===== config.mk =====
export PLATFORM = sky130hd
export DESIGN_NAME = dces_regs
export DESIGN_NICKNAME = d
export VERILOG_FILES = /design/src/hdl/dces_regs.v
export VERILOG_INCLUDE_DIRS = /design/src /design/src/hdl
export SDC_FILE = /design/constraint.sdc
export NUM_CORES = 1
export LEC_CHECK = 0
export BUFFER_PORTS_ARGS = -buffer_cell sky130_fd_sc_hd__buf_2
export CAP_MARGIN = 20
export CELL_PAD_IN_SITES_DETAIL_PLACEMENT = 0
export CELL_PAD_IN_SITES_GLOBAL_PLACEMENT = 1
export CORE_MARGIN = 5
export CORE_UTILIZATION = 51
export DETAILED_ROUTE_END_ITERATION = 8
export GPL_TIMING_DRIVEN = 0
export PLACE_DENSITY = 0.95
export SLEW_MARGIN = 10
export SYNTH_ARGS = -nofsm -noshare
export SYNTH_HDL_FRONTEND = slang
export SYNTH_SLANG_ARGS = --single-unit

===== constraint.sdc =====
create_clock -name ref_clk -period 11.05 [get_ports ref_clk]
set_input_delay 1.105 -clock ref_clk [delete_from_list [all_inputs] [get_ports ref_clk]]
set_output_delay 1.105 -clock ref_clk [all_outputs]
set_load 0.02 [all_outputs]

===== src/hdl/dces_defs.vh =====
// Offsets, field positions and reset values of the driver configuration and event select bank.
`ifndef DCES_DEFS_VH
`define DCES_DEFS_VH

`define DCES_ADDR_W 7
`define DCES_ADDR_STEP_SETTINGS 7'h0a
`define DCES_ADDR_SPI_STATUS_SEL 7'h0b
`define DCES_ADDR_CLEAR_PROTECT 7'h0c
`define DCES_ADDR_INTERRUPT_OUT_SEL 7'h0d
`define DCES_ADDR_EVENTS 7'h0e

`define DCES_RST_STEP_SETTINGS 32'h00fb0c80
`define DCES_RST_SPI_STATUS_SEL 32'h82029805
`define DCES_RST_CLEAR_PROTECT 32'h00000000
`define DCES_RST_INTERRUPT_OUT_SEL 32'h00000000
`define DCES_RST_EVENTS 32'h00000000
`define DCES_RST_FSREV 12'h0c8

`define DCES_MSTEP_LSB 0
`define DCES_MSTEP_MSB 3
`define DCES_FSREV_LSB 4
`define DCES_FSREV_MSB 15
`define DCES_DRVSEL_LSB 16
`define DCES_DRVSEL_MSB 23
`define DCES_STEP_USED_MASK 32'h00ffffff

`define DCES_MSTEP_CODE_MAX 4'h8
`define DCES_MSTEP_FULL 9'h100
`define DCES_DRIVER_EVENT_BIT 30
`define DCES_STATUS_BITS 8

`endif


===== src/hdl/dces_regs.v =====
// Driver settings, event flags and event routing to SPI status bits and the interrupt line.
`timescale 1ns/100ps
`include "dces_defs.vh"

module dces_regs
(
   // Clock and reset.
   input wire ref_clk,
   input wire resetn,
   // Register access from the host SPI datagram decoder.
   input wire [`DCES_ADDR_W-1:0] regAddr,
   input wire regWrEn,
   input wire [31:0] regWrData,
   input wire regRdEn,
   output reg [31:0] regRdData_r,
   output reg regRdValid_r,
   // Event sources and driver responses.
   input wire [31:0] eventIn,
   input wire [7:0] driverFlags,
   input wire driverFlagsValid,
   // Results.
   output reg [7:0] driverStatus_r,
   output reg [7:0] spiStatusBits_r,
   output reg interruptOut_r,
   output reg [8:0] microstepsPerFullstep_r,
   output reg [11:0] fullstepsPerRevolution_r
);

////////////////////////////////////////////////////////////////////////////////

reg rstSync1_r;
reg rstSync2_r;
wire rstn;

// The release is synchronised so that no register leaves reset on a different edge.
always @(posedge ref_clk or negedge resetn)
begin
   if (!resetn)
   begin
      rstSync1_r <= 1'b0;
      rstSync2_r <= 1'b0;
   end
   else
   begin
      rstSync1_r <= 1'b1;
      rstSync2_r <= rstSync1_r;
   end
end

assign rstn = rstSync2_r;

////////////////////////////////////////////////////////////////////////////////

reg [31:0] stepSettings_r;
reg [31:0] spiStatusSelect_r;
reg [31:0] clearProtect_r;
reg [31:0] interruptSelect_r;
reg [31:0] events_r;
reg [31:0] events_nxt;
reg [31:0] stepSettings_nxt;
reg [31:0] spiStatusSelect_nxt;
reg [31:0] interruptSelect_nxt;
reg [31:0] clearProtect_nxt;
reg [31:0] rdData_nxt;
reg [7:0] spiStatus_nxt;
reg [8:0] microsteps_nxt;
reg [7:0] driverStatus_nxt;
reg [3:0] fill;
reg driverEvent;
reg eventsRead;
integer i;

always @*
begin
   stepSettings_nxt = stepSettings_r;
   spiStatusSelect_nxt = spiStatusSelect_r;
   clearProtect_nxt = clearProtect_r;
   interruptSelect_nxt = interruptSelect_r;
   if (regWrEn)
   begin
      case (regAddr)
         `DCES_ADDR_STEP_SETTINGS: stepSettings_nxt = regWrData & `DCES_STEP_USED_MASK;
         `DCES_ADDR_SPI_STATUS_SEL: spiStatusSelect_nxt = regWrData;
         `DCES_ADDR_CLEAR_PROTECT: clearProtect_nxt = regWrData;
         `DCES_ADDR_INTERRUPT_OUT_SEL: interruptSelect_nxt = regWrData;
         default: stepSettings_nxt = stepSettings_r;
      endcase
   end
end

// Driver flags are masked before they reach the status set or the event.
always @*
begin
   driverStatus_nxt = driverStatus_r;
   driverEvent = 1'b0;
   if (driverFlagsValid)
   begin
      driverStatus_nxt = driverFlags & stepSettings_r[`DCES_DRVSEL_MSB:`DCES_DRVSEL_LSB];
      driverEvent = |driverStatus_nxt;
   end
end

// A new event in the cycle of the clearing read survives: the set is applied last.
always @*
begin
   eventsRead = regRdEn && (regAddr == `DCES_ADDR_EVENTS);
   events_nxt = events_r;
   if (eventsRead)
   begin
      events_nxt = events_r & clearProtect_r;
   end
   events_nxt = events_nxt | eventIn;
   events_nxt[`DCES_DRIVER_EVENT_BIT] = events_nxt[`DCES_DRIVER_EVENT_BIT] | driverEvent;
end

// Selected events are packed from the LSB upward; extra selections beyond eight are dropped.
always @*
begin
   spiStatus_nxt = 8'h00;
   fill = 4'h0;
   for (i = 0; i < 32; i = i + 1)
   begin
      if (spiStatusSelect_nxt[i] && (fill < `DCES_STATUS_BITS))
      begin
         spiStatus_nxt[fill[2:0]] = events_nxt[i];
         fill = fill + 4'h1;
      end
   end
end

// Illegal codes above full steps decode as full steps rather than a zero count.
always @*
begin
   if (stepSettings_nxt[`DCES_MSTEP_MSB:`DCES_MSTEP_LSB] > `DCES_MSTEP_CODE_MAX)
   begin
      microsteps_nxt = 9'h001;
   end
   else
   begin
      microsteps_nxt = `DCES_MSTEP_FULL >> stepSettings_nxt[`DCES_MSTEP_MSB:`DCES_MSTEP_LSB];
   end
end

always @*
begin
   case (regAddr)
      `DCES_ADDR_STEP_SETTINGS: rdData_nxt = stepSettings_r;
      `DCES_ADDR_SPI_STATUS_SEL: rdData_nxt = spiStatusSelect_r;
      `DCES_ADDR_CLEAR_PROTECT: rdData_nxt = clearProtect_r;
      `DCES_ADDR_INTERRUPT_OUT_SEL: rdData_nxt = interruptSelect_r;
      `DCES_ADDR_EVENTS: rdData_nxt = events_r;
      default: rdData_nxt = 32'h00000000;
   endcase
end

////////////////////////////////////////////////////////////////////////////////

// Configuration registers keep their table values until the host writes them.
always @(posedge ref_clk or negedge rstn)
begin
   if (!rstn)
   begin
      stepSettings_r <= `DCES_RST_STEP_SETTINGS;
      spiStatusSelect_r <= `DCES_RST_SPI_STATUS_SEL;
      clearProtect_r <= `DCES_RST_CLEAR_PROTECT;
      interruptSelect_r <= `DCES_RST_INTERRUPT_OUT_SEL;
   end
   else
   begin
      stepSettings_r <= stepSettings_nxt;
      spiStatusSelect_r <= spiStatusSelect_nxt;
      clearProtect_r <= clearProtect_nxt;
      interruptSelect_r <= interruptSelect_nxt;
   end
end

////////////////////////////////////////////////////////////////////////////////

// Event flags and the captured driver status.
always @(posedge ref_clk or negedge rstn)
begin
   if (!rstn)
   begin
      events_r <= `DCES_RST_EVENTS;
      driverStatus_r <= 8'h00;
   end
   else
   begin
      events_r <= events_nxt;
      driverStatus_r <= driverStatus_nxt;
   end
end

////////////////////////////////////////////////////////////////////////////////

// Status, interrupt and step outputs are computed from next-state values so that they change on the same edge as the
// registers they describe; the host never sees a stale interrupt after writing a mask.
always @(posedge ref_clk or negedge rstn)
begin
   if (!rstn)
   begin
      spiStatusBits_r <= 8'h00;
      interruptOut_r <= 1'b0;
      microstepsPerFullstep_r <= `DCES_MSTEP_FULL;
      fullstepsPerRevolution_r <= `DCES_RST_FSREV;
      regRdData_r <= 32'h00000000;
      regRdValid_r <= 1'b0;
   end
   else
   begin
      spiStatusBits_r <= spiStatus_nxt;
      interruptOut_r <= |(events_nxt & interruptSelect_nxt);
      microstepsPerFullstep_r <= microsteps_nxt;
      fullstepsPerRevolution_r <= stepSettings_nxt[`DCES_FSREV_MSB:`DCES_FSREV_LSB];
      regRdData_r <= regRdEn ? rdData_nxt : 32'h00000000;
      regRdValid_r <= regRdEn;
   end
end

endmodule


==> flow_summary.toml <==
[clocking]
cts_tree = "built"
ctsHoldBuffers = 0
clk-insertion-delay-late_ns = 0.52
cts_sinks = 213
cts.path.max_buffers = 3
htree_levels = 1
clk_pin_slew_ns = 0.06
clockRootBuffer = "clkbuf_16"
cts_buffers = 23

[synth]
synth_area_per_cell_um2 = 9.01
synth_edf_count = 0
synthesis.area_um2 = 18100
synth_cell_types = 128
synth-seq-cells = 213
synth_ff_type = "dfrtp_1"
synth.most_common_cell = "mux2i_1"
synth.yosys.seq_area_share = 0.295
synth_nets = 2129
yosysTopAreaCell = "dfrtp_1"
synthTopCellsByCount = "217 x mux2i_1, 194 x dfrtp_1, 183 x nor2_1"
syn-instance-count = 2014
synthTopCellsByArea = "dfrtp_1 27%, mux2i_1 12%, mux2_2 7.6%, nor2_1 3.8%, nand2_1 3.3%"
ys_warn_count = 0
async_flop_share = 1.00
synth_top_area_frac = 0.268

[timing]
slew_headroom = 0.227
rsz0062_at_grt = "yes"
finalSetupViolCount = 8
fmax_mhz = 52.5
period_needed_ns = 19.04
setup_ws_ns = -7.99
hold_slack_ns = 0.350
hold_viol_final = 0
fin_skew_ns = 0.0132
worst_pin_slew_ns = 1.16
fin_crit_sh = 1.72
slew_viol_final = 0

[setup_path]
worstPathRequired_ns = 11.43
max_stage_delay_ns = 0.62
start_kind = "primary input"
worstPathArrival_ns = 19.42
crit_top_cell = "ha_4"
ff2ff_path_depth = 97
worst-setup-path-type = "primary input to flip-flop"
path_max_fanout = 8
cp-end-kind = "flip-flop"
slowest_stage = "fa_2"

[pwr]
swShare = 0.440
p_int_mw = 2.84
switchingPower_mw = 2.23
clkPwrFrac = 0.163
power_leakage_nw = 10.2
pwr_density_cell_nw_per_um2 = 223
ir_worst_vdd_v = 0.000235
seq_power_share = 0.173
comb_power_share = 0.665

[status]
status = "finished with violations"
violations = "setup timing"

[die]
pin_count = 155
core_um2 = 35300
row_count = 69
die_x_um = 199
dieArea_um2 = 39400
initial_utilization = 0.514
die_h_um = 199

[global_route]
grt_pass1_wl_um = 96000
antenna_found_initial = 0
grt_max_degree = 62
grt_usage = 0.302
grt_overflow = 0
grt_pass1_vias = 17100

[route]
vias_per_cell = 6.34
routed_wl_um = 63100
route.met2.wl_um = 29700
drtIter0Drc = 1432
drc = 0
met3_length_um = 4330
ant_nets = 0
m1WireLength_um = 26500
vias = 17800
wl_per_cell_um = 22.5
firstDrtPassIters = 5
top_layer_used = "met4"

[final_layout]
final_util = 0.643
antenna_cells = 0
drive_gt1_frac = 0.315
final_nets = 2444
final_cells = 2807
syn_to_final_growth_pct = 25.2
fillerInstances = 2923

[placement]
dp_hpwl_um = 47300
dp_cells = 2631
io_buffers = 153
gp_congestion = 0.951

[min_path]
hold_class = "flip-flop to flip-flop"
hold_path_depth = 0

[run]
cap_violations = 0
what timing repair did:
item / CTS / global route
setup buffers: 60 / 76
pin swaps: 31 / 57
resized for setup: 51 / 71
setup endpoints to repair: 8 / 8
cloned: 0 / 0
worst max-delay path, delay by kind of cell:
family	cells	cell delay, ns
muxes	9	2.09
and+or+nand+nor	19	2.70
xor gates and xnor gates	4	1.16
buffers and inverters	24	2.14
AOI/OAI and AO/OA	20	3.76
adders and majority gates	26	6.35
per-stage QoR:
step | setup WS (ns) | instance area, um^2 | total power, mW | TNS [ns]
final | -7.99 | 22700 | 5.07 | -63.50
after global routing | -8.55 | 22700 | 5.35 | -68.09
after CTS | -8.34 | 21800 | 4.70 | -66.18
after detailed placement | -11.80 | 20300 | 3.60 | -93.83
after global placement | -11.62 | 20200 | 3.54 | -92.27
after floorplan | -9.30 | 18900 | 3.03 | -74.15
power by group through the flow:
stage	logic, mW	registers [mW]	clock network, mW
3_3_place_gp	2.64	0.898	0
4_1_cts	2.99	0.876	0.829
5_1_grt	3.60	0.882	0.859
2_1_floorplan	2.13	0.900	0
6_report	3.37	0.877	0.825
3_5_place_dp	2.71	0.890	0
routing by layer:
metal	GRT usage	up-vias
met1	0.416	8695
met3	0.0278	159
met5	0	-
met4	0.104	0
li1	-	8127
met2	0.502	819
worst paths after layout:
path                                      startpoint               endpoint  slack [ns]
worst max-delay path                      regAddr[5]     spiStatusBits_r[2]       -7.99
worst min-delay path                      rstSync1_r             rstSync2_r        0.35
worst max register to register  spiStatusSelect_r[2]     spiStatusBits_r[2]       -6.86
worst min register to register            rstSync1_r             rstSync2_r        0.35
max in group asynchronous                 rstSync2_r  spiStatusSelect_r[15]        9.52
min in group asynchronous                     resetn             rstSync2_r        0.36
layout by cell type (no fill, tap or decap), types with 9 or more instances in the layout:
| master | count |
|---|---|
| inv_2 | 19 |
| nor3_1 | 77 |
| nand3b_1 | 11 |
| clkbuf_16 | 23 |
| nand2b_1 | 19 |
| buf_4 | 147 |
| a221oi_1 | 20 |
| o211ai_1 | 21 |
| clkbuf_1 | 51 |
| mux2_2 | 115 |
| xnor2_1 | 18 |
| nor2b_1 | 25 |
| nor2_1 | 177 |
| nor4_1 | 20 |
| ha_4 | 28 |
| nand4_1 | 24 |
| mux2i_1 | 212 |
| a21o_1 | 13 |
| and3_1 | 27 |
| xnor3_1 | 9 |
| o21ai_1 | 11 |
| dfstp_2 | 19 |
| a21oi_1 | 64 |
| a22oi_1 | 35 |
| or3_1 | 9 |
| dfrtp_1 | 193 |
| inv_1 | 64 |
| o21ai_0 | 68 |
| mux2_4 | 12 |
| and2_1 | 15 |
| nand2_1 | 152 |
| buf_2 | 159 |
| xnor2_2 | 13 |
| nand3_1 | 103 |
| a211oi_1 | 14 |
| a31oi_1 | 14 |
| nor3b_1 | 11 |
layout make-up:
cell class              instances  area (um^2)  share of cell area
well taps                     461          577              0.0254
repair buffers                293         1930              0.0849
flip-flops and latches        213         5360               0.236
multi-input cells            1605        13100               0.575
plain buffers                  93          577              0.0254
inverters                     100          405              0.0179
clock buffers                  31          646              0.0284
clock inverters                11          161             0.00711
sequential cells by signal, summed over array words and instances (netlist names), 9 cells and up:
name	flops
events_r	32
clearProtect_r	32
regRdData_r	32
spiStatusSelect_r	32
fullstepsPerRevolution_r	11
interruptSelect_r	32
microstepsPerFullstep_r	9
stepSettings_r	13
kinds of logic after synthesis:
kind of cell | after synthesis | synth area share
other | 1 | 0.000207
XOR/XNOR | 60 | 0.0487
flip-flops | 213 | 0.295
AO/OA/AOI/OAI | 418 | 0.177
buffers and inverters | 196 | 0.0468
AND/OR/NAND/NOR | 747 | 0.208
adder cells (fa/ha/maj) | 31 | 0.0218
multiplexers | 348 | 0.203
Note: power is estimated with default switching activity, not from simulation.
